[src/rtl/cst_cfg.svh]
// constants of the bus error and transfer status register block
`ifndef CST_CFG_SVH
`define CST_CFG_SVH
`define CST_OFS_STATUS    4'h4
`define CST_OFS_IRQ_ID    4'h8
`define CST_OFS_CTRL      4'hC
`define CST_OFS_INT_STAT  4'h0
`define CST_OFS_INT_CLR   4'h1
`define CST_OFS_INT_EN    4'h2
`define CST_BIT_BUSOFF    7
`define CST_BIT_WARN      6
`define CST_BIT_PASSIVE   5
`define CST_BIT_RX_SUCCESS_FLAG      4
`define CST_BIT_TX_SUCCESS_FLAG      3
`define CST_WARN_LIMIT    8'h60
`define CST_STATUS_RST    16'h0000
`define CST_IRQ_STATUS_ID 16'h8000
`define CST_RECESS_RUN    4'hB
`define CST_CTRL_EIE      3
`define CST_CTRL_SIE      2
`define CST_CTRL_IE       1
`endif

[src/rtl/cst_pkg.sv]
// types of the bus error and transfer status register block
package cst_pkg;
  typedef enum logic [2:0] {
    CST_LEC_NONE      = 3'h0,
    CST_LEC_STUFF     = 3'h1,
    CST_LEC_FORM      = 3'h2,
    CST_LEC_ACK       = 3'h3,
    CST_LEC_RECESSIVE = 3'h4,
    CST_LEC_DOMINANT  = 3'h5,
    CST_LEC_CRC       = 3'h6,
    CST_LEC_UNUSED    = 3'h7
  } cst_lec_t;

  // conditions from the error management logic
  typedef struct packed {
    logic       busoff;
    logic       recovering;
    logic [7:0] tx_err_cnt;
    logic [7:0] rx_err_cnt;
    logic       passive;
  } cst_eml_t;

  // protocol engine events, each a one-cycle pulse
  typedef struct packed {
    logic     rx_ok;
    logic     tx_ok;
    logic     err;
    cst_lec_t err_code;
    logic     bit_valid;
    logic     bit_recessive;
  } cst_evt_t;

  typedef struct packed {
    logic        busoff_flag;
    logic        warning_limit_flag;
    logic        error_passive_flag;
    logic        rx_success_flag;
    logic        tx_success_flag;
    cst_lec_t    last_error_code;
    logic [3:0]  recess_cnt;
    logic [15:0] irq_id;
    logic [3:0]  ctrl;
    logic [2:0]  int_stat;
    logic [2:0]  int_en;
    logic [15:0] rdata;
    logic        irq;
  } cst_state_t;
endpackage

[src/rtl/cst_status.sv]
// bus error and transfer status register with its interrupt logic
//
// Function
// RULE_01: bits 15 to 8 read zero and software writes only zero there.
// RULE_02: bit 7 reads one exactly while the controller is busoff.
// RULE_03: bit 6 is one while either error counter is at 96 or more.
// RULE_04: bit 5 is one while the core is error passive.
// RULE_05: bit 4 sets on every error-free reception, filtered or not.
// RULE_06: the core never clears bit 4; only a processor write does.
// RULE_07: bit 3 sets on acknowledged error-free transmission only.
// RULE_08: bits 2 to 0 hold the code of the most recent bus error.
// RULE_09: the error code clears to zero on any error-free transfer.
// RULE_10: software may load code seven, kept until a bus event.
// RULE_11: codes are 1 stuff, 2 form, 3 ack, 4 and 5 bit faults, 6 crc.
// RULE_12: in busoff recovery each run of 11 recessive bits loads code 5.
// RULE_13: flag changes raise error or status change interrupts if enabled; a passive flag change raises neither.
// RULE_14: reading the status register clears a pending id of 8000h.
// RULE_15: processor writes reach only the success flags and error code.
//
// Added by the designer: the plain strobed port and the register addresses.
`timescale 1ns/10ps
`include "cst_cfg.svh"

module cst_status (
  // clock and reset
  input  wire logic          clk_sys,
  input  wire logic          rst,
  // register port
  input  wire logic [3:0]    addr,
  input  wire logic [15:0]   wdata,
  input  wire logic          wr,
  input  wire logic          rd,
  output logic      [15:0]   rdata,
  // core side
  input  wire cst_pkg::cst_eml_t error_management_logic,
  input  wire cst_pkg::cst_evt_t evt,
  // interrupt
  output logic               irq
);
  import cst_pkg::*;

  cst_state_t st_ff;
  cst_state_t nxt_st;
  logic       warn_now;
  logic       lec_evt;
  logic       err_chg;
  logic       st_chg;
  logic       run_done;
  logic [2:0] raised;

  // live conditions and events
  always_comb begin
    warn_now = (error_management_logic.tx_err_cnt >= `CST_WARN_LIMIT) ||
               (error_management_logic.rx_err_cnt >= `CST_WARN_LIMIT);       // RULE_03
    run_done = error_management_logic.recovering && evt.bit_valid && evt.bit_recessive &&
               (st_ff.recess_cnt == `CST_RECESS_RUN - 4'h1); // RULE_12
    lec_evt  = evt.err || evt.rx_ok || evt.tx_ok || run_done;
    err_chg  = (error_management_logic.busoff != st_ff.busoff_flag) ||
               (warn_now != st_ff.warning_limit_flag);     // RULE_13
    st_chg   = evt.rx_ok || evt.tx_ok || lec_evt;          // RULE_13
    raised   = {1'b0, st_chg, err_chg};
  end

  // next state
  always_comb begin
    nxt_st = st_ff;
    nxt_st.busoff_flag        = error_management_logic.busoff;                // RULE_02
    nxt_st.warning_limit_flag = warn_now;                  // RULE_03
    nxt_st.error_passive_flag = error_management_logic.passive;               // RULE_04
    // recessive run counter during busoff recovery
    if (!error_management_logic.recovering || (evt.bit_valid && !evt.bit_recessive)) begin
      nxt_st.recess_cnt = 4'h0;
    end else if (evt.bit_valid) begin
      nxt_st.recess_cnt = run_done ? 4'h0 : st_ff.recess_cnt + 4'h1;
    end
    // processor write: success flags and error code only
    if (wr && addr == `CST_OFS_STATUS) begin               // RULE_15
      nxt_st.rx_success_flag = wdata[`CST_BIT_RX_SUCCESS_FLAG];
      nxt_st.tx_success_flag = wdata[`CST_BIT_TX_SUCCESS_FLAG];
      nxt_st.last_error_code = cst_lec_t'(wdata[2:0]);     // RULE_10
    end
    // core events win over a same-cycle write
    if (evt.rx_ok) begin
      nxt_st.rx_success_flag = 1'b1;                       // RULE_05 RULE_06
    end
    if (evt.tx_ok) begin
      nxt_st.tx_success_flag = 1'b1;                       // RULE_07
    end
    if (evt.rx_ok || evt.tx_ok) begin
      nxt_st.last_error_code = CST_LEC_NONE;               // RULE_09
    end
    if (evt.err) begin
      nxt_st.last_error_code = evt.err_code;               // RULE_08 RULE_11
    end
    if (run_done) begin
      nxt_st.last_error_code = CST_LEC_DOMINANT;           // RULE_12
    end
    // control register and interrupt block
    if (wr && addr == `CST_OFS_CTRL) begin
      nxt_st.ctrl = wdata[3:0];
    end
    if (wr && addr == `CST_OFS_INT_EN) begin
      nxt_st.int_en = wdata[2:0];
    end
    if (wr && addr == `CST_OFS_INT_CLR) begin
      nxt_st.int_stat = st_ff.int_stat & ~wdata[2:0];
    end
    nxt_st.int_stat = nxt_st.int_stat | raised;
    // interrupt identifier
    if (rd && addr == `CST_OFS_STATUS &&
        st_ff.irq_id == `CST_IRQ_STATUS_ID) begin
      nxt_st.irq_id = 16'h0000;                            // RULE_14
    end
    if ((err_chg && st_ff.ctrl[`CST_CTRL_EIE]) ||
        (st_chg && st_ff.ctrl[`CST_CTRL_SIE])) begin       // RULE_13
      nxt_st.irq_id = `CST_IRQ_STATUS_ID;
    end
    // read data one cycle after the strobe
    nxt_st.rdata = 16'h0000;
    if (rd) begin
      unique case (addr)
        `CST_OFS_STATUS:   nxt_st.rdata = {8'h00,              // RULE_01
                             st_ff.busoff_flag, st_ff.warning_limit_flag,
                             st_ff.error_passive_flag, st_ff.rx_success_flag,
                             st_ff.tx_success_flag, st_ff.last_error_code};
        `CST_OFS_IRQ_ID:   nxt_st.rdata = st_ff.irq_id;
        `CST_OFS_CTRL:     nxt_st.rdata = {12'h000, st_ff.ctrl};
        `CST_OFS_INT_STAT: nxt_st.rdata = {13'h0, st_ff.int_stat};
        `CST_OFS_INT_EN:   nxt_st.rdata = {13'h0, st_ff.int_en};
        default:           nxt_st.rdata = 16'h0000;
      endcase
    end
    nxt_st.irq = |(nxt_st.int_stat & nxt_st.int_en);
  end

  // state register
  always_ff @(posedge clk_sys or posedge rst) begin
    if (rst) begin
      st_ff <= '0;
    end else begin
      st_ff <= nxt_st;
    end
  end

  assign rdata = st_ff.rdata;
  assign irq   = st_ff.irq;

  AST_RSVD_ZERO: assert property (@(posedge clk_sys) disable iff (rst)
    $past(rd) && $past(addr) == `CST_OFS_STATUS |-> rdata[15:8] == 8'h00)
    else $error("reserved status bits not zero"); // RULE_01
  AST_BUSOFF: assert property (@(posedge clk_sys) disable iff (rst)
    st_ff.busoff_flag == $past(error_management_logic.busoff))
    else $error("busoff flag does not follow core"); // RULE_02
  AST_WARN: assert property (@(posedge clk_sys) disable iff (rst)
    $past(error_management_logic.tx_err_cnt) == 8'h60 |-> st_ff.warning_limit_flag)
    else $error("warning flag missed limit"); // RULE_03
  AST_PASSIVE: assert property (@(posedge clk_sys) disable iff (rst)
    st_ff.error_passive_flag == $past(error_management_logic.passive))
    else $error("passive flag wrong"); // RULE_04
  AST_RX_SUCCESS_FLAG_SET: assert property (@(posedge clk_sys) disable iff (rst)
    evt.rx_ok |=> st_ff.rx_success_flag)
    else $error("rx success not set"); // RULE_05
  AST_RX_SUCCESS_FLAG_HOLD: assert property (@(posedge clk_sys) disable iff (rst)
    st_ff.rx_success_flag && !(wr && addr == `CST_OFS_STATUS)
    |=> st_ff.rx_success_flag)
    else $error("rx success cleared by core"); // RULE_06
  AST_TX_SUCCESS_FLAG_SET: assert property (@(posedge clk_sys) disable iff (rst)
    evt.tx_ok |=> st_ff.tx_success_flag)
    else $error("tx success not set"); // RULE_07
  AST_LEC_CLR: assert property (@(posedge clk_sys) disable iff (rst)
    (evt.rx_ok || evt.tx_ok) && !evt.err && !run_done
    |=> st_ff.last_error_code == CST_LEC_NONE)
    else $error("error code not cleared"); // RULE_09
  AST_LEC_SEVEN: assert property (@(posedge clk_sys) disable iff (rst)
    st_ff.last_error_code == CST_LEC_UNUSED && !lec_evt && !wr
    |=> st_ff.last_error_code == CST_LEC_UNUSED)
    else $error("code seven lost"); // RULE_10
  AST_RECOVERY: assert property (@(posedge clk_sys) disable iff (rst)
    run_done |=> st_ff.last_error_code == CST_LEC_DOMINANT)
    else $error("recovery code missing"); // RULE_12
  AST_IRQ_ID_CLR: assert property (@(posedge clk_sys) disable iff (rst)
    rd && addr == `CST_OFS_STATUS && !err_chg && !st_chg
    |=> st_ff.irq_id != `CST_IRQ_STATUS_ID)
    else $error("status id not cleared by read"); // RULE_14
  AST_RO_FLAGS: assert property (@(posedge clk_sys) disable iff (rst)
    wr && addr == `CST_OFS_STATUS |=> st_ff.busoff_flag == $past(error_management_logic.busoff))
    else $error("write reached busoff flag"); // RULE_15

  // read port: data only in the cycle after a strobe
  AST_RDATA_IDLE: assert property (@(posedge clk_sys) disable iff (rst)
    !$past(rd) |-> rdata == 16'h0000)
    else $error("read data outside its cycle"); // RULE_01

  AST_RDATA_UNMAPPED: assert property (@(posedge clk_sys) disable iff (rst)
    $past(rd) && $past(addr) == 4'h3 |-> rdata == 16'h0000)
    else $error("unmapped index returned data"); // RULE_01

  // warning flag against both counters
  AST_WARN_RX: assert property (@(posedge clk_sys) disable iff (rst)
    $past(error_management_logic.rx_err_cnt) >= 8'h60 |-> st_ff.warning_limit_flag)
    else $error("warning flag missed rx limit"); // RULE_03

  AST_WARN_LOW: assert property (@(posedge clk_sys) disable iff (rst)
    $past(error_management_logic.tx_err_cnt) < 8'h60 && $past(error_management_logic.rx_err_cnt) < 8'h60
    |-> !st_ff.warning_limit_flag)
    else $error("warning flag set below limit"); // RULE_03

  // success flags: set by the core, cleared only by software
  AST_RX_SUCCESS_FLAG_CLR_WR: assert property (@(posedge clk_sys) disable iff (rst)
    wr && addr == `CST_OFS_STATUS && !wdata[`CST_BIT_RX_SUCCESS_FLAG] && !evt.rx_ok
    |=> !st_ff.rx_success_flag)
    else $error("rx success not cleared by write"); // RULE_06

  AST_TX_SUCCESS_FLAG_HOLD: assert property (@(posedge clk_sys) disable iff (rst)
    st_ff.tx_success_flag && !(wr && addr == `CST_OFS_STATUS)
    |=> st_ff.tx_success_flag)
    else $error("tx success cleared by core"); // RULE_07

  AST_TX_SUCCESS_FLAG_NOSET: assert property (@(posedge clk_sys) disable iff (rst)
    !st_ff.tx_success_flag && !evt.tx_ok && !(wr && addr == `CST_OFS_STATUS)
    |=> !st_ff.tx_success_flag)
    else $error("tx success set without transfer"); // RULE_07

  // error code field
  AST_LEC_ERR: assert property (@(posedge clk_sys) disable iff (rst)
    evt.err && !run_done
    |=> st_ff.last_error_code == $past(evt.err_code))
    else $error("error code not loaded"); // RULE_08 RULE_11

  AST_LEC_WR: assert property (@(posedge clk_sys) disable iff (rst)
    wr && addr == `CST_OFS_STATUS && !lec_evt
    |=> st_ff.last_error_code == cst_lec_t'($past(wdata[2:0])))
    else $error("error code write lost"); // RULE_10 RULE_15

  // recovery run counter
  AST_RECESS_CNT: assert property (@(posedge clk_sys) disable iff (rst)
    st_ff.recess_cnt <= `CST_RECESS_RUN - 4'h1)
    else $error("recessive run counter overran"); // RULE_12

  AST_RUN_IDLE: assert property (@(posedge clk_sys) disable iff (rst)
    !error_management_logic.recovering |=> st_ff.recess_cnt == 4'h0)
    else $error("run counter moved outside recovery"); // RULE_12

  // interrupt raising, clearing and output level
  AST_ERR_RAISE: assert property (@(posedge clk_sys) disable iff (rst)
    err_chg |=> st_ff.int_stat[0])
    else $error("error interrupt not raised"); // RULE_13

  AST_ST_RAISE: assert property (@(posedge clk_sys) disable iff (rst)
    st_chg |=> st_ff.int_stat[1])
    else $error("status change interrupt not raised"); // RULE_13

  AST_NO_RAISE: assert property (@(posedge clk_sys) disable iff (rst)
    !err_chg && !st_chg && !(wr && addr == `CST_OFS_INT_CLR)
    |=> st_ff.int_stat == $past(st_ff.int_stat))
    else $error("interrupt raised without cause"); // RULE_13

  AST_INT_CLR: assert property (@(posedge clk_sys) disable iff (rst)
    wr && addr == `CST_OFS_INT_CLR && !err_chg && !st_chg
    |=> (st_ff.int_stat & $past(wdata[2:0])) == 3'h0)
    else $error("interrupt clear ignored"); // RULE_13

  AST_IRQ_LEVEL: assert property (@(posedge clk_sys) disable iff (rst)
    irq == |(st_ff.int_stat & st_ff.int_en))
    else $error("irq level wrong"); // RULE_13

  AST_IRQ_ID_SET: assert property (@(posedge clk_sys) disable iff (rst)
    st_chg && st_ff.ctrl[`CST_CTRL_SIE]
    |=> st_ff.irq_id == `CST_IRQ_STATUS_ID)
    else $error("status id not set"); // RULE_13

  AST_RO_PASSIVE: assert property (@(posedge clk_sys) disable iff (rst)
    wr && addr == `CST_OFS_STATUS
    |=> st_ff.error_passive_flag == $past(error_management_logic.passive))
    else $error("write reached passive flag"); // RULE_15

  // main scenarios reached
  COV_LEC_SEVEN: cover property (@(posedge clk_sys) disable iff (rst)
    st_ff.last_error_code == CST_LEC_UNUSED);
  COV_ID_CLR: cover property (@(posedge clk_sys) disable iff (rst)
    rd && addr == `CST_OFS_STATUS && st_ff.irq_id == `CST_IRQ_STATUS_ID);

  COV_RX: cover property (@(posedge clk_sys) disable iff (rst)
    evt.rx_ok ##1 st_ff.rx_success_flag);
  COV_RECOVERY: cover property (@(posedge clk_sys) disable iff (rst) run_done);
  COV_IRQ: cover property (@(posedge clk_sys) disable iff (rst) irq);
endmodule

[config.mk]
export PLATFORM = sky130hd
export DESIGN_NAME = cst_status
export DESIGN_NICKNAME = d
export VERILOG_FILES = /design/src/rtl/cst_pkg.sv /design/src/rtl/cst_status.sv
export VERILOG_INCLUDE_DIRS = /design/src /design/src/rtl
export SDC_FILE = /design/constraint.sdc
export NUM_CORES = 1
export LEC_CHECK = 0
export BUFFER_PORTS_ARGS = -buffer_cell sky130_fd_sc_hd__buf_4
export CAP_MARGIN = 20
export CORE_MARGIN = 2
export CORE_UTILIZATION = 43
export DETAILED_ROUTE_END_ITERATION = 12
export GPL_ROUTABILITY_DRIVEN = 0
export MAX_ROUTING_LAYER = met4
export PLACE_DENSITY = 0.75
export REMOVE_ABC_BUFFERS = 1
export SYNTH_ARGS = -nofsm -noshare
export SYNTH_HDL_FRONTEND = slang
export SYNTH_SLANG_ARGS = --single-unit
export TNS_END_PERCENT = 1
[constraint.sdc]
create_clock -name clk_sys -period 1.4 [get_ports clk_sys]
set_input_delay 0.14 -clock clk_sys [delete_from_list [all_inputs] [get_ports clk_sys]]
set_output_delay 0.14 -clock clk_sys [all_outputs]
set_load 0.01 [all_outputs]
==> impl_results.md, run 1 <==
- Vias: 1365
- Main combinational cell family by area after synthesis: simple AND/OR/NAND/NOR gates
- Share of the synthesized area in the top cell type: 47.90%
- Core area: 3943 um^2
- Worst hold path class: input pin to flip-flop
- GRT Total Usage: 17.31%
- Vias per cell: 5.056
- Gr ovfl total: 0
- CTS Buffer Depth: 2
- Mapped Avg Cell Area: 10.02 um^2
- CP required: 1.56 ns
- # fillers: 346
- Mapped cell area: 1724 um^2
- Ys flop type: dfrtp_1
- Synth cell count leaders: dfrtp_1 (33), buf_4 (16), nor2_1 (14)
- Top Ports: 68
- Pleak: 1.033 nW
- # DRC: 0
- ANT cells: 0
- Arrival @ worst endpoint: 1.55 ns
- Layout cells sized above 1: 33.64%
- CP Capture Type: flip-flop
- WL/cell: 12.89 um
- Post-synthesis sequential area ratio: 47.90%
- Synth unique cells: 44
- Final core occ: 55.00%
- Synth Register Bits: 33
- Starting density of the core: 43.73%
- Worst setup margin: 0.009732 ns
- Slew Viols, Final: 0
- Number of synthesis warnings: 0
- Unrepaired setup endpoints after global routing: true
- Initial DRC Count: 65
- CTS tree: yes
- CP max stage delay: 0.39 ns
- Final Hold Viols: 0
- Tcrit/Tclk final: 99.30%
- Clock skew: 0.006148 ns
- Synth Instances: 172
- Global-route wire length before repair: 5520 um
- Synth top area cells: dfrtp_1 (48%), buf_4 (7.0%), nor2_1 (3.0%)
- Worst setup path class: flip-flop to flip-flop
- P&R area growth vs syn: 25.76%
- CP startpoint kind: flip-flop
- Pin count of the biggest net entering global routing: 34
- Simple-Gate Fraction of Synth Area: 18.65%
- Post-route setup TNS: 0 ns
- Power Density: 983.8 nW/um^2
- Vias in the first global route: 1224
- CTS sink cnt: 33
- Top-count cell post-synth: dfrtp_1
- CTS Root Cell: clkbuf_8
- Fmax: 719.3 MHz
- Setup-failing EPs final: 0
- First-pass DRT Iterations: 4
- Worst-skew pair later-pin latency: 0.29 ns
- Die Ht: 67.32 um
- Rows: 23
- Final net count: 272
- Maximum fanout along the worst path: 2
- Synth Area in Adders: 1.451%
- Status: finished, final reports clean
- Post-CTS setup buffer count: 0
- Fraction of registers with async set/reset: 100.0%
- H-tree depth: 2
- DP HPWL: 2719 um
- Post-synthesis mux area share: 4.354%
- Place WS: -0.09469 ns
- Final Power: 2.133 mW
- Critical path cell sequence: xor2_1 > and4b_2 > nor2_1 > a221o_1
- Synth Area in Compound Gates: 14.95%
- Detail Route Antenna Nets: 0
- Post-layout minimum cycle time: 1.390 ns
- Die area: 4532 um^2
- Post-synth EDFFs: 0
- IO Port Bufs: 39
- Die W: 67.32 um
- Initial antenna violation count: 0
- Max-Cap Viols: 0
- Max stage delay cell, worst path: dfrtp_1
- Peak supply drop: 362.0 uV
- Synth area leader: dfrtp_1
- CTS clock-pin slew for the worst setup and hold paths: 0.07 ns
- Overall routed net length: 3481 um
- CTS buffer count: 5
- Synth Area in XOR/XNOR: 1.016%
layout by cell type (no fill, tap or decap), types with 2 or more instances in the layout:
master and n:
a21oi_1 5, a32oi_1 2, nor2_1 14, clkbuf_8 5
o21ai_0 9, a211o_1 2, buf_4 51, dlygate4sd3_1 3
nor2b_1 3, nand2b_1 3, xor2_1 2, o21ai_2 2
nor3_1 3, dfrtp_1 33, conb_1 7, nand3_1 8
mux2i_1 3, mux2_2 4, and2_2 3, inv_1 12
or2_1 2, nand2_1 10, nand3b_1 2, o31a_1 3
o21ai_1 3, clkinv_2 2, ha_1 2, a2bb2oi_1 3
sequential cells by signal, indices dropped and copies added (netlist names):
register  count
irq           1
rdata         9
st_ff        23
path summary, 6_finish.rpt:
check / start / endpoint / slack (ns) / cells after the start
setup / recovery: st_ff[54] / st_ff[42] / 0.01 / 4
hold / removal: evt[6] / st_ff[50] / 0.05 / 2
setup reg to reg: st_ff[54] / st_ff[42] / 0.01 / 4
hold reg to reg: st_ff[52] / rdata[5] / 0.47 / 1
max in group asynchronous: rst / st_ff[23] / 0.59 / 4
min in group asynchronous: rst / rdata[4] / 0.51 / 4
layout make-up:
type,instances,area (um^2),share of cell area (%)
clock inverter,3,17.52,0.8078
tap,50,62.56,2.885
multi-input combinational,113,735.7,33.93
clock buffer,5,68.82,3.174
timing repair buffer,54,412.9,19.04
inverter,12,45.04,2.077
sequential,33,825.8,38.08
layer usage:
| metal | share of wire [%] | vias up | global-route usage [%] |
|---|---|---|---|
| li1 | - | 667 | - |
| met1 | 41 | 651 | 19.30 |
| met2 | 50 | 39 | 28.09 |
| met3 | 6.3 | 8 | 5.500 |
| met4 | 2.3 | 0 | 8.418 |
| met5 | 0 | - | - |
worst max-delay path: cells and delay by family (launching register included):
family / cells / cell delay [ns]
DFF: 1 / 0.39
and+or+nand+nor: 2 / 0.38
AOI/OAI and AO/OA: 1 / 0.31
xor gates and xnor gates: 1 / 0.18
logic make-up (layout without fill, tap and decap cells):
group | count (synthesis) | in the layout
AOI/OAI and AO/OA | 37 | 37
xor gates and xnor gates | 2 | 2
DFF | 33 | 33
buffers and inverters | 32 | 74
adders and majority gates | 2 | 2
muxes | 7 | 7
and+or+nand+nor | 58 | 58
other | 1 | 7
stage by stage:
| step | std cells | hold WS, ns | area [um^2] |
|---|---|---|---|
| after floorplan | 158 | 0.1714 | 1594 |
| after global placement | 259 | 0.2529 | 2039 |
| after detailed placement | 259 | 0.2506 | 2039 |
| after CTS | 270 | 0.03882 | 2161 |
| after global routing | 270 | 0.04092 | 2168 |
| final | 270 | 0.04632 | 2168 |
what timing repair did:
| item | 4_1_cts | 5_1_grt |
|---|---|---|
| hold buffers | 3 | 0 |
| pin swaps | 1 | 0 |
| setup endpoints to repair | 3 | 3 |
| gates resized for setup | 2 | 3 |
| hold endpoints to repair | 35 | 0 |
where the power goes:
part / internal [mW] / total (mW) / leakage, nW / switching (mW)
clock: 0.343 / 0.697 / 0.0439 / 0.354
combinational: 0.184 / 0.362 / 0.584 / 0.178
sequential: 1.03 / 1.07 / 0.405 / 0.0401
(Power assumes the default switching activity.)
==> run 2: changes to the inputs <==
Settings changed: CORE_ASPECT_RATIO from default to 1.2.
==> impl_results.md, run 2 (synthesis gave the netlist of run 1 again) <==
- Peak supply drop: 546.8 uV (was 362.0 uV)
- Worst setup path start: st_ff[54] (unchanged)
- Initial DRC Count: 55 (was 65)
- Slew Viols, Final: 0 (unchanged)
- Initial antenna violation count: 0 (unchanged)
- Area of the multi-input gates: 742.0 um^2 (was 735.7 um^2)
- Sequential Area: 825.8 um^2 (unchanged)
- ANT cells: 0 (unchanged)
- Largest Register: st_ff (unchanged)
- Overall routed net length: 3558 um (was 3481 um)
- Layout cells sized above 1: 33.18% (was 33.64%)
- Commonest non-fill, non-tap cell in the layout: buf_4 (unchanged)
- CP required: 1.59 ns (was 1.56 ns)
- FF-to-FF Start: st_ff[54] (unchanged)
- Top Ports: 68 (unchanged)
- Vias in the first global route: 1331 (was 1224)
- Max stage delay cell, worst path: dfrtp_1 (unchanged)
- CP Buf/Inv Count: 2 (was 0)
- Critical path cell sequence: xor2_2 > and4b_1 > a2bb2oi_2 > buf_4 > inv_1 (was xor2_1 > and4b_2 > nor2_1 > a221o_1)
- CP Capture Type: flip-flop (unchanged)
- Tcrit/Tclk final: 94.72% (was 99.30%)
- Hold_ws: 0.04862 ns (was 0.04632 ns)
- Arrival @ worst endpoint: 1.51 ns (was 1.55 ns)
- Placed insts: 262 (was 259)
- NetSw: 556.4 uW (was 572.1 uW)
- CTS tree: yes (unchanged)
- Final Non-Filler Cells: 274 (was 270)
- Gr ovfl total: 0 (unchanged)
- CP startpoint kind: flip-flop (unchanged)
- P&R area growth vs syn: 28.16% (was 25.76%)
- CTS clock-pin slew for the worst setup and hold paths: 0.07 ns (about the same)
- Sequential share of power: 45.6% (was 50.4%)
- Maximum fanout along the worst path: 2 (unchanged)
- Switch share: 23.56% (was 26.82%)
- Pleak: 1.049 nW (was 1.033 nW)
- Core area: 3910 um^2 (was 3943 um^2)
- CP max stage delay: 0.41 ns (was 0.39 ns)
- Vias per cell: 4.945 (was 5.056)
- Fmax: 754.1 MHz (was 719.3 MHz)
- Hold_sp: evt[7] (was evt[6])
- Clock skew: 0.008169 ns (was 0.006148 ns)
- Post-route setup TNS: 0 ns (unchanged)
- Final net count: 272 (unchanged)
- Detail Route Antenna Nets: 0 (unchanged)
- Pin count of the biggest net entering global routing: 34 (unchanged)
- # DRC: 0 (unchanged)
- Status: finished, final reports clean (unchanged)
- Clock share of power: 38.6% (was 32.7%)
- CP delay by family, top: flip-flops (unchanged)
- WL/cell: 12.99 um (was 12.89 um)
- Vias: 1355 (was 1365)
- Worst setup path class: flip-flop to flip-flop (unchanged)
- GRT Total Usage: 18.46% (was 17.31%)
- Worst-skew pair later-pin latency: 0.29 ns (about the same)
- First-pass DRT Iterations: 4 (unchanged)
- Number of flip-flops in the largest register: 23 (unchanged)
- CTS buffer count: 5 (unchanged)
- Starting density of the core: 44.10% (was 43.73%)
- Global-route wire length before repair: 5878 um (was 5520 um)
- # fillers: 359 (was 346)
- Max-Cap Viols: 0 (unchanged)
- Die Ht: 73.37 um (was 67.32 um)
- CTS Buffer Depth: 2 (unchanged)
- CTS sink cnt: 33 (unchanged)
- Place WS: 0.01467 ns (was -0.09469 ns)
- Unrepaired setup endpoints after global routing: false (was true)
- Final Hold Viols: 0 (unchanged)
- Die area: 4534 um^2 (was 4532 um^2)
- Worst hold path class: input pin to flip-flop (unchanged)
- DP HPWL: 2700 um (was 2719 um)
- Power Density: 1069 nW/um^2 (was 983.8 nW/um^2)
- Die W: 61.81 um (was 67.32 um)
- IO Port Bufs: 39 (unchanged)
- Post-layout minimum cycle time: 1.326 ns (was 1.390 ns)
- CTS Root Cell: clkbuf_8 (unchanged)
- Comb pwr share: 15.8% (was 17.0%)
- Int Pwr: 1.805 mW (was 1.561 mW)
- Setup-failing EPs final: 0 (unchanged)
- Worst setup margin: 0.07386 ns (was 0.009732 ns)
- Commonest cells after routing, fill and taps aside: buf_4 (51), dfrtp_1 (33), nor2_1 (14) (unchanged)
- H-tree depth: 2 (unchanged)
- Rows: 25 (was 23)
## run 2: changes by cell type in the layout (fill, tap and decap cells not counted), sizes merged
| cell | delta |
|---|---|
| clkinvlp | -1 |
| bufinv | +1 |
| clkinv | -2 |
| clkbuf | +2 |
## run 2: stage by stage
| stage | instance area (um^2) | utilization [%] | power (mW) |
|---|---|---|---|
| after floorplan | 1594 | - | 1.268 |
| after global placement | 2037 | 52.10 | 1.438 |
| after detailed placement | 2037 | 52.10 | 1.447 |
| after CTS | 2183 | 55.84 | 2.371 |
| after global routing | 2210 | 56.51 | 2.462 |
| final | 2210 | 56.51 | 2.361 |
## run 2: what timing repair did
item,4_1_cts,5_1_grt
setup buffers,0,1
endpoints found under the hold margin,35,0
gates resized for setup,1,3
pin swaps,0,3
setup endpoints to repair,1,2
hold buffers,3,0
## run 2: power groups by stage
| stage | sequential [mW] | clock, mW | combinational, mW |
|---|---|---|---|
| 4_1_cts | 1.08 | 0.932 | 0.362 |
| 6_report | 1.08 | 0.912 | 0.373 |
| 5_1_grt | 1.08 | 0.965 | 0.413 |
| 2_1_floorplan | 1.09 | 0 | 0.179 |
| 3_3_place_gp | 1.09 | 0 | 0.347 |
| 3_5_place_dp | 1.09 | 0 | 0.353 |
## run 2: path summary, 6_finish.rpt
check                       endpoint  slack [ns]  cells after the start
setup / recovery           st_ff[20]        0.07                      5
min in group asynchronous  st_ff[53]        0.50                      4
hold / removal             st_ff[51]        0.05                      2
max in group asynchronous  st_ff[24]        0.59                      4
setup reg to reg           st_ff[20]        0.07                      5
hold reg to reg             rdata[5]        0.46                      1
## run 2: layout make-up
class,count,share of cell area [%]
flip-flops and latches,33,37.37
multi-input cells,113,33.58
repair buffers,54,18.69
clock buffers,7,3.907
well taps,54,3.058
inverters,12,2.039
clock inverters,1,1.359
## run 2: metal layers
layer / global-route usage (%) / routed length [um] / share of wire, %
met1: 21.04 / 1418 / 40
met2: 29.36 / 1854 / 52
met3: 4.930 / 173 / 4.9
met4: 9.220 / 111 / 3.1
met5: - / 0 / 0
